==> src/fprd_pkg.sv <==
// Shared constants and types for the floppy result and parameter decoder.
`default_nettype none
package fprd_pkg;
  // Command opcodes, compared on the low five bits of the first byte.
  localparam logic [4:0] OP_READ    = 5'h06;
  localparam logic [4:0] OP_WRITE   = 5'h05;
  localparam logic [4:0] OP_VERIFY  = 5'h16;
  localparam logic [4:0] OP_FORMAT  = 5'h0d;
  localparam logic [4:0] OP_SEEK    = 5'h0f;
  localparam logic [4:0] OP_RECAL   = 5'h07;
  localparam logic [4:0] OP_SENSE   = 5'h08;
  localparam logic [4:0] OP_SPECIFY = 5'h03;
  localparam logic [4:0] OP_CONFIG  = 5'h13;
  localparam logic [4:0] OP_PERP    = 5'h12;
  // Parameter byte positions, the opcode byte being position zero.
  localparam logic [3:0] P_DRV  = 4'h1;
  localparam logic [3:0] P_CYL  = 4'h2;
  localparam logic [3:0] P_N    = 4'h5;
  localparam logic [3:0] P_DTL  = 4'h8;
  localparam logic [3:0] P_FN   = 4'h2;
  localparam logic [3:0] P_FSC  = 4'h3;
  localparam logic [3:0] P_FILL = 4'h5;
  localparam logic [3:0] P_CFG  = 4'h2;
  // Bit positions inside command and parameter bytes.
  localparam int B_EC    = 7;
  localparam int B_REL   = 7;
  localparam int B_DIR   = 6;
  localparam int B_FIFO_ENABLE_LOW = 5;
  localparam int B_PERP  = 2;
  localparam int B_WRDIR = 0;
  // Parameter and result byte counts.
  localparam logic [3:0] N_PXFER = 4'h8;
  localparam logic [3:0] N_PFMT  = 4'h5;
  localparam logic [3:0] N_PSEEK = 4'h2;
  localparam logic [3:0] N_PCFG  = 4'h3;
  localparam logic [3:0] N_PONE  = 4'h1;
  localparam logic [3:0] N_PZERO = 4'h0;
  localparam logic [2:0] N_RXFER = 3'h7;
  localparam logic [2:0] N_RSNS  = 3'h2;
  localparam int         RES_DEPTH = 7;
  // Status byte values, reset values and the size-code-zero sector length.
  localparam logic [7:0]  ST0_INVALID = 8'h80;
  localparam logic [7:0]  ST0_SEEKEND = 8'h20;
  localparam logic        FIFO_ENABLE_LOW_RST   = 1'h1;
  localparam logic [15:0] N0_BYTES    = 16'h0080;
  typedef enum logic [2:0] {
    CL_XFER, CL_FORMAT, CL_SEEK, CL_SENSE, CL_CONFIG, CL_PERP, CL_OTHER
  } fprd_cls_t;
endpackage
`default_nettype wire

==> src/fprd_cmd_decode.sv <==
// Opcode decoder: validity, class and parameter byte count of a command.
`default_nettype none
module fprd_cmd_decode
  import fprd_pkg::*;
(
  input  wire logic [7:0] opByte,
  output logic            valid,
  output fprd_cls_t       cls,
  output logic [3:0]      paramCnt
);
  // Packs valid, class and parameter count for one opcode.
  function automatic logic [7:0] decode(input logic [4:0] op);
    case (op)
      OP_READ, OP_WRITE, OP_VERIFY:
        decode = {1'b1, CL_XFER, N_PXFER};
      OP_FORMAT:  decode = {1'b1, CL_FORMAT, N_PFMT};
      OP_SEEK:    decode = {1'b1, CL_SEEK, N_PSEEK};
      OP_RECAL:   decode = {1'b1, CL_OTHER, N_PONE};
      OP_SPECIFY: decode = {1'b1, CL_CONFIG, N_PSEEK};
      OP_SENSE:   decode = {1'b1, CL_SENSE, N_PZERO};
      OP_CONFIG:  decode = {1'b1, CL_CONFIG, N_PCFG};
      OP_PERP:    decode = {1'b1, CL_PERP, N_PONE};
      default:    decode = {1'b0, CL_OTHER, N_PZERO};
    endcase
  endfunction

  logic [7:0] dec;

  // Split the packed decode into its fields; a call result cannot be sliced.
  always_comb begin
    dec      = decode(opByte[4:0]);
    valid    = dec[7];
    cls      = fprd_cls_t'(dec[6:4]);
    paramCnt = dec[3:0];
  end
endmodule
`default_nettype wire

==> src/fprd_sector_gate.sv <==
// Byte gating of a short sector against the programmed length.
`default_nettype none
module fprd_sector_gate
  import fprd_pkg::*;
(
  input  wire logic [7:0]  sizeCode,
  input  wire logic [7:0]  shortLen,
  input  wire logic [15:0] byteIdx,
  output logic             beyondLimit,
  output logic [15:0]      sectorBytes
);
  // The whole sector length feeds the CRC, whatever the limit, for size codes 0 through 7; above 7 it is zero.
  // full sector CRC
  always_comb begin
    sectorBytes = (sizeCode > 8'h07) ? 16'h0000 : N0_BYTES << sizeCode[2:0];
    beyondLimit = (sizeCode == 8'h00) && (byteIdx >= {8'h00, shortLen});
  end
endmodule
`default_nettype wire

==> src/fprd_result_param.sv <==
// Command byte intake, parameter capture and result phase handshake.
`default_nettype none
// Notes on behaviour
// - Result phase starts when the interrupt output is raised; sense results are offered with it cleared.
// - Result bytes read only while request and toward-host both set.
// - After last result: request set, toward-host clear, busy clear.
// - First byte checked as a valid opcode, then parameters collected.
// - Invalid opcode raises interrupt; sense then returns invalid status.
// - Cylinder is an unsigned byte, zero through 255.
// - Relative seek steps out when direction is 0, in when 1.
// - Drive code 00 selects drive 0; code 01 is unimplemented.
// - Size code zero means 128 bytes, limited by short length.
// - Read: bytes past short length come off disk, not to host.
// - Write: bytes past short length are written as zeros.
// - Sector CRC covers the whole actual sector.
// - Verify count mode turns short length into sectors per track.
// - Active-low FIFO enable; disabled after reset.
// - Perpendicular flags set to 1 mark perpendicular drives.
// - Format writes the fill byte into every data field.
// - Bytes written only while request set and toward-host clear.
// - Request cleared after each write until the byte is handled.
module fprd_result_param
  import fprd_pkg::*;
(
  input  wire logic        clk,
  input  wire logic        resetn,
  input  wire logic        hostWrStb,
  input  wire logic [7:0]  hostWrData,
  input  wire logic        hostRdStb,
  output logic      [7:0]  hostRdData_r,
  output logic             hostServiceRequestFlag_r,
  output logic             transferTowardHostFlag_r,
  output logic             commandBusyFlag_r,
  output logic             floppyIrqOut_r,
  output logic             execStart_r,
  output fprd_cls_t        execKind_r,
  output logic             xferWrite_r,
  input  wire logic        execDone,
  input  wire logic        execResWr,
  input  wire logic [7:0]  execResData,
  output logic      [7:0]  cylinder_r,
  output logic             relativeSeek_r,
  output logic             stepInward_r,
  output logic      [1:0]  driveSelectBits_r,
  output logic             drive1Unimpl_r,
  output logic      [7:0]  sizeCode_r,
  output logic      [7:0]  shortSectorLength_r,
  output logic             verifyCountMode_r,
  output logic      [7:0]  sectorsPerTrack_r,
  output logic             fifoEnableLow_r,
  output logic      [1:0]  perpendicularDriveFlags_r,
  output logic      [7:0]  fillByte_r,
  input  wire logic [15:0] dataByteIdx,
  input  wire logic [7:0]  dataByteIn,
  output logic             hostPass_r,
  output logic      [7:0]  diskByte_r,
  output logic      [15:0] crcLen_r
);
  typedef enum logic [2:0] {
    S_WAITW, S_PROC, S_EXEC, S_RES, S_RESGAP
  } fprd_state_t;

  fprd_state_t state_r, state_nxt;
  logic [3:0]  idx_r, idx_nxt, need_r, need_nxt;
  logic [2:0]  resIdx_r, resIdx_nxt, resCnt_r, resCnt_nxt;
  logic [2:0]  resWa_r, resWa_nxt;
  logic [7:0]  byte_r, byte_nxt;
  logic [7:0]  st0_r, st0_nxt;
  logic        pend_r, pend_nxt;
  logic [7:0]  resMem [RES_DEPTH];
  logic        resWe;
  logic [2:0]  resWaddr;
  logic [7:0]  resWd;
  logic        decValid;
  fprd_cls_t   decCls;
  logic [3:0]  decCnt;
  logic        beyond;
  logic [15:0] secBytes;
  logic [7:0]  rdData_nxt, cyl_nxt, sl_nxt, sz_nxt, spt_nxt, fill_nxt;
  logic        rqm_nxt, dio_nxt, busy_nxt, irq_nxt, start_nxt;
  logic        rel_nxt, dir_nxt, ec_nxt, fifo_enable_low_nxt, wr_nxt;
  logic [1:0]  ds_nxt, perp_nxt;
  fprd_cls_t   kind_nxt;
  logic        dispatch;

  fprd_cmd_decode u_dec (
    .opByte   (byte_r),
    .valid    (decValid),
    .cls      (decCls),
    .paramCnt (decCnt)
  );

  fprd_sector_gate u_gate (
    .sizeCode    (sizeCode_r),
    .shortLen    (shortSectorLength_r),
    .byteIdx     (dataByteIdx),
    .beyondLimit (beyond),
    .sectorBytes (secBytes)
  );

  // Sequencer: byte intake, parameter capture, execution and results.
  always_comb begin
    state_nxt  = state_r;
    idx_nxt    = idx_r;
    need_nxt   = need_r;
    resIdx_nxt = resIdx_r;
    resCnt_nxt = resCnt_r;
    resWa_nxt  = resWa_r;
    byte_nxt   = byte_r;
    st0_nxt    = st0_r;
    pend_nxt   = pend_r;
    busy_nxt   = commandBusyFlag_r;
    irq_nxt    = floppyIrqOut_r;
    start_nxt  = 1'b0;
    kind_nxt   = execKind_r;
    wr_nxt     = xferWrite_r;
    cyl_nxt    = cylinder_r;
    rel_nxt    = relativeSeek_r;
    dir_nxt    = stepInward_r;
    ds_nxt     = driveSelectBits_r;
    sz_nxt     = sizeCode_r;
    sl_nxt     = shortSectorLength_r;
    ec_nxt     = verifyCountMode_r;
    fifo_enable_low_nxt  = fifoEnableLow_r;
    perp_nxt   = perpendicularDriveFlags_r;
    fill_nxt   = fillByte_r;
    resWe      = 1'b0;
    resWaddr   = 3'h0;
    resWd      = 8'h00;
    dispatch   = 1'b0;
    case (state_r)
      S_WAITW: begin
        // no new command until results drained
        if (hostWrStb) begin
          byte_nxt  = hostWrData;
          state_nxt = S_PROC;
        end
      end
      S_PROC: begin
        state_nxt = S_WAITW;
        if (idx_r == 4'h0) begin
          if (!decValid) begin
            pend_nxt = 1'b1;
            st0_nxt  = ST0_INVALID;
            irq_nxt  = 1'b1;
          end else begin
            busy_nxt = 1'b1;
            kind_nxt = decCls;
            wr_nxt   = byte_r[B_WRDIR];
            need_nxt = decCnt;
            idx_nxt  = 4'h1;
            if (byte_r[4:0] == OP_VERIFY) begin
              ec_nxt = byte_r[B_EC];
            end else if (decCls == CL_XFER) begin
              ec_nxt = 1'b0;
            end
            if (decCls == CL_SEEK) begin
              rel_nxt = byte_r[B_REL];
              dir_nxt = byte_r[B_DIR];
            end
            dispatch = (decCnt == 4'h0);
          end
        end else begin
          idx_nxt  = idx_r + 4'h1;
          dispatch = (idx_r == need_r);
          if (idx_r == P_DRV && execKind_r != CL_CONFIG) begin
            if (execKind_r == CL_PERP) begin
              perp_nxt = byte_r[B_PERP+1:B_PERP];
            end else begin
              ds_nxt = byte_r[1:0];
            end
          end
          case (execKind_r)
            CL_XFER: begin
              if (idx_r == P_CYL) cyl_nxt = byte_r;
              // size code zero selects short length
              if (idx_r == P_N) sz_nxt = byte_r;
              if (idx_r == P_DTL) sl_nxt = byte_r;
            end
            CL_FORMAT: begin
              if (idx_r == P_FN) sz_nxt = byte_r;
              if (idx_r == P_FSC) sl_nxt = byte_r;
              if (idx_r == P_FILL) fill_nxt = byte_r;
            end
            CL_SEEK: begin
              if (idx_r == P_CYL) cyl_nxt = byte_r;
            end
            CL_CONFIG: begin
              if (need_r == N_PCFG && idx_r == P_CFG) begin
                fifo_enable_low_nxt = byte_r[B_FIFO_ENABLE_LOW];
              end
            end
            default: ;
          endcase
        end
        if (dispatch) begin
          idx_nxt = 4'h0;
          case (decValid && idx_r == 4'h0 ? decCls : execKind_r)
            CL_SENSE: begin
              // Sense answers the pending cause and clears it.
              resWe      = 1'b1;
              resWaddr   = 3'h0;
              resWd      = st0_r;
              resWa_nxt  = 3'h1;
              resIdx_nxt = 3'h0;
              resCnt_nxt = N_RSNS;
              pend_nxt   = 1'b0;
              irq_nxt    = 1'b0;
              st0_nxt    = ST0_INVALID;
              state_nxt  = S_RESGAP;
            end
            CL_CONFIG, CL_PERP: begin
              busy_nxt = 1'b0;
            end
            default: begin
              start_nxt = 1'b1;
              resWa_nxt = 3'h0;
              state_nxt = S_EXEC;
            end
          endcase
        end
      end
      S_EXEC: begin
        if (execResWr && resWa_r < N_RXFER) begin
          resWe     = 1'b1;
          resWaddr  = resWa_r;
          resWd     = execResData;
          resWa_nxt = resWa_r + 3'h1;
        end
        if (execDone) begin
          irq_nxt = 1'b1;
          if (execKind_r == CL_SEEK || execKind_r == CL_OTHER) begin
            pend_nxt  = 1'b1;
            st0_nxt   = ST0_SEEKEND | {6'h00, driveSelectBits_r};
            busy_nxt  = 1'b0;
            state_nxt = S_WAITW;
          end else begin
            resIdx_nxt = 3'h0;
            resCnt_nxt = N_RXFER;
            state_nxt  = S_RES;
          end
        end
      end
      S_RES: begin
        // byte offered with both flags set
        if (hostRdStb) begin
          irq_nxt    = 1'b0;
          resIdx_nxt = resIdx_r + 3'h1;
          if (resIdx_r + 3'h1 == resCnt_r) begin
            busy_nxt  = 1'b0;
            state_nxt = S_WAITW;
          end else begin
            state_nxt = S_RESGAP;
          end
        end
      end
      S_RESGAP: begin
        state_nxt = S_RES;
      end
      default: state_nxt = S_WAITW;
    endcase
    // request low while a byte is handled
    rqm_nxt = (state_nxt == S_WAITW) || (state_nxt == S_RES);
    dio_nxt = (state_nxt == S_RES) || (state_nxt == S_RESGAP);
    // The index passes the last slot after the final read; show zero then.
    rdData_nxt = (resIdx_nxt < N_RXFER) ? resMem[resIdx_nxt] : 8'h00;
    spt_nxt = ec_nxt ? sl_nxt : 8'h00;
  end

  // Result byte store, written by the sense path or the execution engine.
  always_ff @(posedge clk) begin
    if (resWe) begin
      resMem[resWaddr] <= resWd;
    end
  end

  // Sequencer and parameter registers.
  always_ff @(posedge clk or negedge resetn) begin
    if (!resetn) begin
      state_r                   <= S_WAITW;
      idx_r                     <= 4'h0;
      need_r                    <= 4'h0;
      resIdx_r                  <= 3'h0;
      resCnt_r                  <= 3'h0;
      resWa_r                   <= 3'h0;
      byte_r                    <= 8'h00;
      st0_r                     <= ST0_INVALID;
      pend_r                    <= 1'b0;
      hostRdData_r              <= 8'h00;
      hostServiceRequestFlag_r  <= 1'b1;
      transferTowardHostFlag_r  <= 1'b0;
      commandBusyFlag_r         <= 1'b0;
      floppyIrqOut_r            <= 1'b0;
      execStart_r               <= 1'b0;
      execKind_r                <= CL_OTHER;
      xferWrite_r               <= 1'b0;
      cylinder_r                <= 8'h00;
      relativeSeek_r            <= 1'b0;
      stepInward_r              <= 1'b0;
      driveSelectBits_r         <= 2'h0;
      drive1Unimpl_r            <= 1'b0;
      sizeCode_r                <= 8'h00;
      shortSectorLength_r       <= 8'hff;
      verifyCountMode_r         <= 1'b0;
      sectorsPerTrack_r         <= 8'h00;
      fifoEnableLow_r           <= FIFO_ENABLE_LOW_RST;
      perpendicularDriveFlags_r <= 2'h0;
      fillByte_r                <= 8'h00;
    end else begin
      state_r                   <= state_nxt;
      idx_r                     <= idx_nxt;
      need_r                    <= need_nxt;
      resIdx_r                  <= resIdx_nxt;
      resCnt_r                  <= resCnt_nxt;
      resWa_r                   <= resWa_nxt;
      byte_r                    <= byte_nxt;
      st0_r                     <= st0_nxt;
      pend_r                    <= pend_nxt;
      hostRdData_r              <= rdData_nxt;
      hostServiceRequestFlag_r  <= rqm_nxt;
      transferTowardHostFlag_r  <= dio_nxt;
      commandBusyFlag_r         <= busy_nxt;
      floppyIrqOut_r            <= irq_nxt;
      execStart_r               <= start_nxt;
      execKind_r                <= kind_nxt;
      xferWrite_r               <= wr_nxt;
      cylinder_r                <= cyl_nxt;
      relativeSeek_r            <= rel_nxt;
      stepInward_r              <= dir_nxt;
      driveSelectBits_r         <= ds_nxt;
      drive1Unimpl_r            <= (ds_nxt != 2'h0);
      sizeCode_r                <= sz_nxt;
      shortSectorLength_r       <= sl_nxt;
      verifyCountMode_r         <= ec_nxt;
      sectorsPerTrack_r         <= spt_nxt;
      fifoEnableLow_r           <= fifo_enable_low_nxt;
      perpendicularDriveFlags_r <= perp_nxt;
      fillByte_r                <= fill_nxt;
    end
  end

  // Data path gating; one cycle late, so the engine must pipeline to match.
  always_ff @(posedge clk or negedge resetn) begin
    if (!resetn) begin
      hostPass_r <= 1'b0;
      diskByte_r <= 8'h00;
      crcLen_r   <= 16'h0000;
    end else begin
      hostPass_r <= !xferWrite_r && !beyond;
      diskByte_r <= (execKind_r == CL_FORMAT) ? fillByte_r :
                    (beyond ? 8'h00 : dataByteIn);
      crcLen_r   <= secBytes;
    end
  end

  // A result byte on offer always shows both flags set.
  res_flags_a: assert property (@(posedge clk) disable iff (!resetn)
    state_r == S_RES |-> hostServiceRequestFlag_r && transferTowardHostFlag_r)
    else $error("result byte offered without both flags");
  last_read_a: assert property (@(posedge clk) disable iff (!resetn)
    state_r == S_RES && hostRdStb && resIdx_r + 3'h1 == resCnt_r |=>
    hostServiceRequestFlag_r && !transferTowardHostFlag_r &&
    !commandBusyFlag_r)
    else $error("flags wrong after last result byte");
  wr_gap_a: assert property (@(posedge clk) disable iff (!resetn)
    state_r == S_WAITW && hostWrStb |=> !hostServiceRequestFlag_r)
    else $error("request not cleared after host write");
  rd_gap_a: assert property (@(posedge clk) disable iff (!resetn)
    state_r == S_RES && hostRdStb && resIdx_r + 3'h1 != resCnt_r |=>
    !hostServiceRequestFlag_r ##1 hostServiceRequestFlag_r)
    else $error("request not cleared between result bytes");
  res_irq_a: assert property (@(posedge clk) disable iff (!resetn)
    state_r == S_EXEC && execDone && execKind_r == CL_XFER |=>
    floppyIrqOut_r && transferTowardHostFlag_r)
    else $error("result phase began without interrupt");
  bad_op_a: assert property (@(posedge clk) disable iff (!resetn)
    state_r == S_PROC && idx_r == 4'h0 && !decValid |=>
    floppyIrqOut_r && !commandBusyFlag_r)
    else $error("invalid opcode did not interrupt");
  busy_hold_a: assert property (@(posedge clk) disable iff (!resetn)
    state_r == S_EXEC || state_r == S_RESGAP |-> commandBusyFlag_r)
    else $error("busy dropped before results were read");
  wr_idle_a: assert property (@(posedge clk) disable iff (!resetn)
    hostServiceRequestFlag_r && !transferTowardHostFlag_r |->
    state_r == S_WAITW)
    else $error("write state shown while not accepting");
  fifo_rst_a: assert property (@(posedge clk) disable iff (!resetn)
    $rose(resetn) |-> fifoEnableLow_r)
    else $error("FIFO not disabled after reset");
endmodule
`default_nettype wire

==> config.mk <==
export PLATFORM = sky130hd
export DESIGN_NAME = fprd_result_param
export DESIGN_NICKNAME = d
export VERILOG_FILES = /design/src/fprd_pkg.sv /design/src/fprd_cmd_decode.sv /design/src/fprd_sector_gate.sv /design/src/fprd_result_param.sv
export SDC_FILE = /design/constraint.sdc
export NUM_CORES = 1
export LEC_CHECK = 0
export BUFFER_PORTS_ARGS = -buffer_cell sky130_fd_sc_hd__buf_2
export CAP_MARGIN = 0
export CORE_MARGIN = 10
export CORE_UTILIZATION = 56
export CTS_CLUSTER_SIZE = 8
export DETAILED_ROUTE_END_ITERATION = 10
export PLACE_DENSITY = 0.8
export SLEW_MARGIN = 20
export SYNTH_ARGS = -nofsm -noshare
export SYNTH_HDL_FRONTEND = slang
export SYNTH_HIERARCHICAL = 1
export SYNTH_SLANG_ARGS = --single-unit
==> constraint.sdc <==
create_clock -name clk -period 4.3 [get_ports clk]
set_input_delay 0.86 -clock clk [delete_from_list [all_inputs] [get_ports clk]]
set_output_delay 0.86 -clock clk [all_outputs]
set_load 0.1 [all_outputs]
After elaboration in Yosys (flattened, before gate mapping)
Memories as Yosys holds them, arrays and structs flattened.
Cells that the tools add are included.
{"block": "word_totals", "mem_count": 2, "latch_bits": 0, "input_bits": 46, "ff_bits": 127, "ram_bits": 56, "mem_bits_ro": 256}
{"block": "classes", "order_cmp": 4, "eq_ne": 37, "bitwise": 1, "n_mux": 90, "addsub": 3, "shifts": 1, "div_mod_pow": 0, "n_reduce_logical": 39, "multipliers": 0}
{"name": "(name not given)", "words": 32, "width": 8, "rd": 1, "rd_clocked_by_memory_dff": 0, "write_ports": 0, "line_no": "fprd_cmd_decode.sv:13", "text": "case (op)"}
{"name": "resMem", "words": 7, "width": 8, "rd": 1, "rd_clocked_by_memory_dff": 0, "write_ports": 1, "line_no": "fprd_result_param.sv:70", "text": "logic [7:0] resMem [RES_DEPTH];"}
{"operator": "two-way mux 8 bit", "n": 19}
{"operator": "one-hot mux 8 bit (2 select lines)", "n": 4}
{"operator": "two-way mux 3 bit", "n": 19}
{"operator": "two-way mux 1 bit", "n": 30}
{"operator": "one-hot mux 3 bit (2 select lines)", "n": 4}
{"operator": "AND reduction 4 bit", "n": 6}
{"operator": "inequality test 2 bit, second input constant", "n": 11}
{"operator": "== test 3 bit, second input constant", "n": 7}
{"operator": "== test 3 x 2 -> 1 bit, second input constant", "n": 6}
{"operator": ">= comparator 16 x 8 -> 1 bit", "n": 1}
{"operator": "two-way mux 16 bit", "n": 1}
{"operator": "left shift 8 x 3 -> 16 bit, first input constant", "n": 1}
{"operator": "one-hot mux 3 bit (5 select lines)", "n": 1}
{"operator": "AND reduction 5 bit", "n": 3}
{"operator": "== test 4 x 2 -> 1 bit, second input constant", "n": 3}
{"operator": "logical NOT 3 bit", "n": 4}
{"operator": "two-way mux 4 bit", "n": 3}
{"operator": "two-way mux 2 bit", "n": 5}
{"operator": "one-hot mux 3 bit (3 select lines)", "n": 1}
{"operator": "AND reduction 3 bit", "n": 3}
{"operator": "> comparator 8 x 3 -> 1 bit, second input constant", "n": 1}
{"operator": "logical NOT 4 bit", "n": 2}
{"operator": "logical NOT 8 bit", "n": 1}
{"operator": "adder 3 x 1 -> 3 bit, second input constant", "n": 2}
{"operator": "other kinds (22)", "n": 37}

Depth between registers and ports, before layout
{"block": "logic_depth", "depth_word": 10, "ltp_mapped": 13}

Cells and area by module
Netlist, hierarchy kept.
{"module": "fprd_result_param", "seq_area_each_um2": 4850.9, "n_inst": 1, "cells_each": 533, "area_each_um2": 7424.6}
{"module": "fprd_sector_gate", "seq_area_each_um2": 0.0, "n_inst": 1, "cells_each": 52, "area_each_um2": 357.8}
{"module": "fprd_cmd_decode", "seq_area_each_um2": 0.0, "n_inst": 1, "cells_each": 34, "area_each_um2": 265.3}

Worst setup path before layout
OpenSTA, ideal clock, no wires.
{"block": "synth_path", "path_kind": "register to register", "startpoint": "register byte_r[0]", "endpoint": "register hostRdData_r[3]", "setup_slack_ns": 1.087, "setup_ns": 0.140, "stages_incl_launch_ff": 14, "required_ns": 4.160, "t_arrival_ns": 3.072, "path_cell_list": "dfrtp_1 inv_1 ha_1 nand2b_1 a211oi_1 a311oi_1 nand2_1 or4_4 o211ai_2 a31oi_4 buf_6 mux2_4 a221oi_2 a221oi_2"}
{"block": "synth_via", "elab_chain_cells": 9, "word_cells_on_any_way": 14, "cone_classes": "order compare (1); eq/ne (1); mux (8); reduce/logical (2); memory (2)"}
{"element": "start, declared", "line_no": "fprd_result_param.sv:67", "text": "logic [7:0] byte_r, byte_nxt;"}
{"element": "start signal, assigned", "line_no": "fprd_result_param.sv:316", "text": "byte_r <= byte_nxt;"}
{"element": "memory (32 x 8 bit) *"}
{"element": "net decCnt[3]", "line_no": "fprd_result_param.sv:76", "text": "logic [3:0] decCnt;"}
{"element": "logical NOT 4 bit *", "line_no": "fprd_result_param.sv:161", "text": "dispatch = (decCnt == 4'h0);"}
{"element": "two-way mux 1 bit *", "line_no": "fprd_result_param.sv:142", "text": "if (!decValid) begin"}
{"element": "two-way mux 1 bit *", "line_no": "fprd_result_param.sv:141", "text": "if (idx_r == 4'h0) begin"}
{"element": "two-way mux 1 bit *", "line_no": "fprd_result_param.sv:131", "text": "case (state_r)"}
{"element": "two-way mux 3 bit *", "line_no": "fprd_result_param.sv:196", "text": "if (dispatch) begin"}
{"element": "one-hot mux 3 bit (3 select lines) *", "line_no": "fprd_result_param.sv:131"}
{"element": "net resIdx_nxt[2]", "line_no": "fprd_result_param.sv:65", "text": "logic [2:0] resIdx_r, resIdx_nxt, resCnt_r, resCnt_nxt;"}
{"element": "memory (7 x 8 bit) or less-than comparator 3 bit (tied branches)"}
{"element": "two-way mux 8 bit *", "line_no": "fprd_result_param.sv:266", "text": "rdData_nxt = (resIdx_nxt < N_RXFER) ? resMem[resIdx_nxt] : 8'h00;"}
{"element": "net rdData_nxt[3]", "line_no": "fprd_result_param.sv:79", "text": "logic [7:0] rdData_nxt, cyl_nxt, sl_nxt, sz_nxt, spt_nxt, fill_nxt;"}
{"element": "end signal, assigned", "line_no": "fprd_result_param.sv:319", "text": "hostRdData_r <= rdData_nxt;"}
{"element": "end, declared", "line_no": "fprd_result_param.sv:30", "text": "output logic [7:0] hostRdData_r,"}
Mark *: on every way through the listed nets, which the timed path passes. The rest lies on a longest branch. The select of a mux whose other input is x is not followed.
A chain may end at the register's enable or synchronous reset.

Worst setup path in the final report
{"block": "layout_path", "startpoint": "register byte_r[1]", "endpoint": "register hostRdData_r[5]"}
The elaborated chain is that of the path after synthesis.

==> summary.md <==
| Metric | Value |
|---|---|
| Antenna viol nets, final | 0 |
| Minimum clock period | 4.029 ns |
| Die ar. | 0.01957 mm^2 |
| Worst-Skew Late Latency | 0.45 ns |
| #FFs+latches synth | 182 |
| Synth Flop Type | dfrtp_1 |
| Largest regs | resMem: 56 flops, crcLen_r: 16 flops |
| Die X | 139.9 um |
| Gr ovfl total | 0 |
| Max-cap violations | 0 |
| First-pass iteration count of the detailed router | 5 |
| Synth Area per Inst | 13.00 um^2 |
| CP Data Required Time | 4.58 ns |
| YS warnings | 6 |
| Setup Skew | 0.02213 ns |
| Pre-CTS setup slack | 0.3877 ns |
| Setup TNS | 0 ns |
| Asr flop ratio synth | 69.23% |
| Vias in the first global route | 5868 |
| Hold Vio Cnt, Final | 0 |
| Number of synthesized flops with an enable pin | 56 |
| P&R area growth vs syn | 17.38% |
| Sinks on Clock Net | 182 |
| First-pass GRT wire length | 31240 um |
| Most frequent cells in the layout | buf_2, dfrtp_1, mux2_2, edfxtp_1, nand2_1 |
| Sequential-to-total area share from yosys stat | 60.28% |
| Final worst slack | 0.2712 ns |
| WL final | 19660 um |
| # DRC | 0 |
| Final Setup Violations | 0 |
| Register name with the most flops | resMem |
| Hold Buf Count CTS | 0 |
| Final HPWL DP | 14150 um |
| I/O Pins | 137 |
| Layout cell share with drive strength beyond 1 | 36.13% |
| Vias per cell | 5.757 |
| Clk root buf | clkbuf_16 |
| Worst min-delay path class | flip-flop to flip-flop |
| Number of diodes | 0 |
| Buffers added on ports | 136 |
| Status | completed |
| Clock Path Buffers | 2 |
| Slew margin rel. | 33.32% |
| Tot GR Track Use | 19.99% |
| Post-route cell area | 0.009447 mm^2 |
| RSZ-0062 raised after global routing | no |
| Drt wl/cell | 20.59 um |
| Post-CTS setup repair buffer count | 0 |
| Pin count of the biggest net entering global routing | 82 |
| CTS buffer count | 17 |
| CTS H-tree lvls | 4 |
| Die Span Y | 139.9 um |
| Worst-Margin Slew | 1.000 ns |
| LEAKAGE | 4.387 nW |
| CTS clock-pin slew for the worst setup and hold paths | 0.07 ns |
| Post-CTS Resized | 0 |
| Synth cell types | 76 |
| Max IR drop VDD | 896.4 uV |
| Commonest non-fill, non-tap cell in the layout | buf_2 |
| Max reg flops | 56 |
| Crit start category | flip-flop |
| Via count | 5498 |
| TritonCTS clock tree | yes |
| Mapped Area | 0.008048 mm^2 |
| Filler Cell Count | 1037 |
| Core area | 0.01399 mm^2 |
| Period Utilization, post-route | 93.69% |
| Crit Path Class | flip-flop to flip-flop |
| Post-Synthesis Cells | 619 |
| Initial core utilization | 57.53% |
| Initial antenna violation count | 0 |
| Endpoint type of the worst setup path | flip-flop |
| P per Cell Area | 806.4 mW/mm^2 |
| Layout Nets | 828 |
| Row count | 43 |
| Final Max Tran Viols | 0 |
| DP Area | 0.008855 mm^2 |
| Fmax achieved | 248.2 MHz |
| Starting DRT DRC Count | 344 |
| Placer congestion estimate | 0.9039 |
| Critical path fanouts, max | 17 |
| Crit path DAT | 4.30 ns |
==> cell type report <==
cell class              instances  area, um^2  share of cell area (%)
inverters                      25       93.84                  0.9934
repair buffers                148       773.2                   8.185
clock inverters                14       152.6                   1.616
flip-flops and latches        182        4851                   51.35
well taps                     180       225.2                   2.384
clock buffers                  18       439.2                   4.649
multi-input cells             388        2912                   30.82
==> path summary, 6_finish.rpt <==
path                                        end        start  depth (start not counted)  slack (ns)
worst max-delay path            hostRdData_r[5]    byte_r[1]                         12        0.27
worst min-delay path                 hostPass_r  xferWrite_r                          1        0.47
worst max register to register  hostRdData_r[5]    byte_r[1]                         12        0.27
worst min register to register       hostPass_r  xferWrite_r                          1        0.47
max in group asynchronous              st0_r[7]       resetn                          2        2.74
min in group asynchronous          crcLen_r[11]       resetn                          1        0.60
==> per-layer routing <==
| metal | track usage, % | vias to the layer above | wire (um) |
|---|---|---|---|
| li1 | - | 2524 | - |
| met1 | 22.00 | 2747 | 7659 |
| met2 | 35.21 | 198 | 10290 |
| met3 | 7.043 | 29 | 1368 |
| met4 | 6.304 | 0 | 345 |
| met5 | 0 | - | 0 |
==> critical path, stage by stage, from the launching register on <==
cell	delay, ns
dfrtp_1	0.60
inv_1	0.15
ha_1	0.30
nand2b_1	0.09
a211oi_1	0.12
a311oi_1	0.52
nand2_1	0.15
or4_4	0.56
o211ai_2	0.12
a31o_2	0.53
inv_1	0.16
a2111oi_0	0.42
a211oi_1	0.13
==> report_power, final <==
part | switching [W] | internal (W)
registers | 0.000391 | 0.00215
clock network | 0.000721 | 0.000841
logic | 0.00263 | 0.000881
total | 0.00374 | 0.00388
==> cells by family after synthesis <==
logic type                 after synthesis  share of synthesized area [%]
AOI/OAI and AO/OA                       96                          8.971
xor gates and xnor gates                 6                         0.6531
adders and majority gates               20                          3.109
buffers and inverters                   56                          3.871
DFF                                    182                          60.28
muxes                                   78                          10.93
other                                    1                        0.04660
and+or+nand+nor                        180                          12.14
==> per-stage QoR <==
stage	hold WS, ns	util, %	instances	power, W
3_5_place_dp	0.4638	63.30	923	0.006053
4_1_cts	0.4724	67.53	955	0.007623
2_1_floorplan	0.4474	-	626	0.005379
6_report	0.4731	67.53	955	0.007618
5_1_grt	0.4966	67.53	955	0.007949
3_3_place_gp	0.4604	63.30	923	0.005954
==> synthesized netlist by cell type (3+ instances only) <==
cell type	count	share of area, %
a221oi_1	9	0.98
nor4b_1	5	0.54
and2_1	8	0.62
ha_1	20	3.1
inv_1	24	1.1
mux2i_1	14	1.7
nand3b_1	5	0.47
dfrtp_1	113	35
o21ai_0	22	1.4
xor2_1	3	0.33
buf_4	9	0.84
nor3_1	8	0.50
or2_2	3	0.23
a22o_1	7	0.76
dfstp_2	13	4.2
and3_1	11	0.86
a211oi_1	5	0.47
a221oi_2	3	0.56
nor2b_1	4	0.31
edfxtp_1	56	21
nand3_1	15	0.93
o22ai_1	3	0.23
buf_6	5	0.70
nand2b_1	16	1.2
a21oi_1	10	0.62
nand2_1	45	2.1
mux2_2	61	8.5
nor2_1	33	1.5
o21a_1	4	0.37
a22oi_1	4	0.37
nand4_1	5	0.39
xnor2_1	3	0.33
clkbuf_1	13	0.61
(Power assumes the default switching activity.)
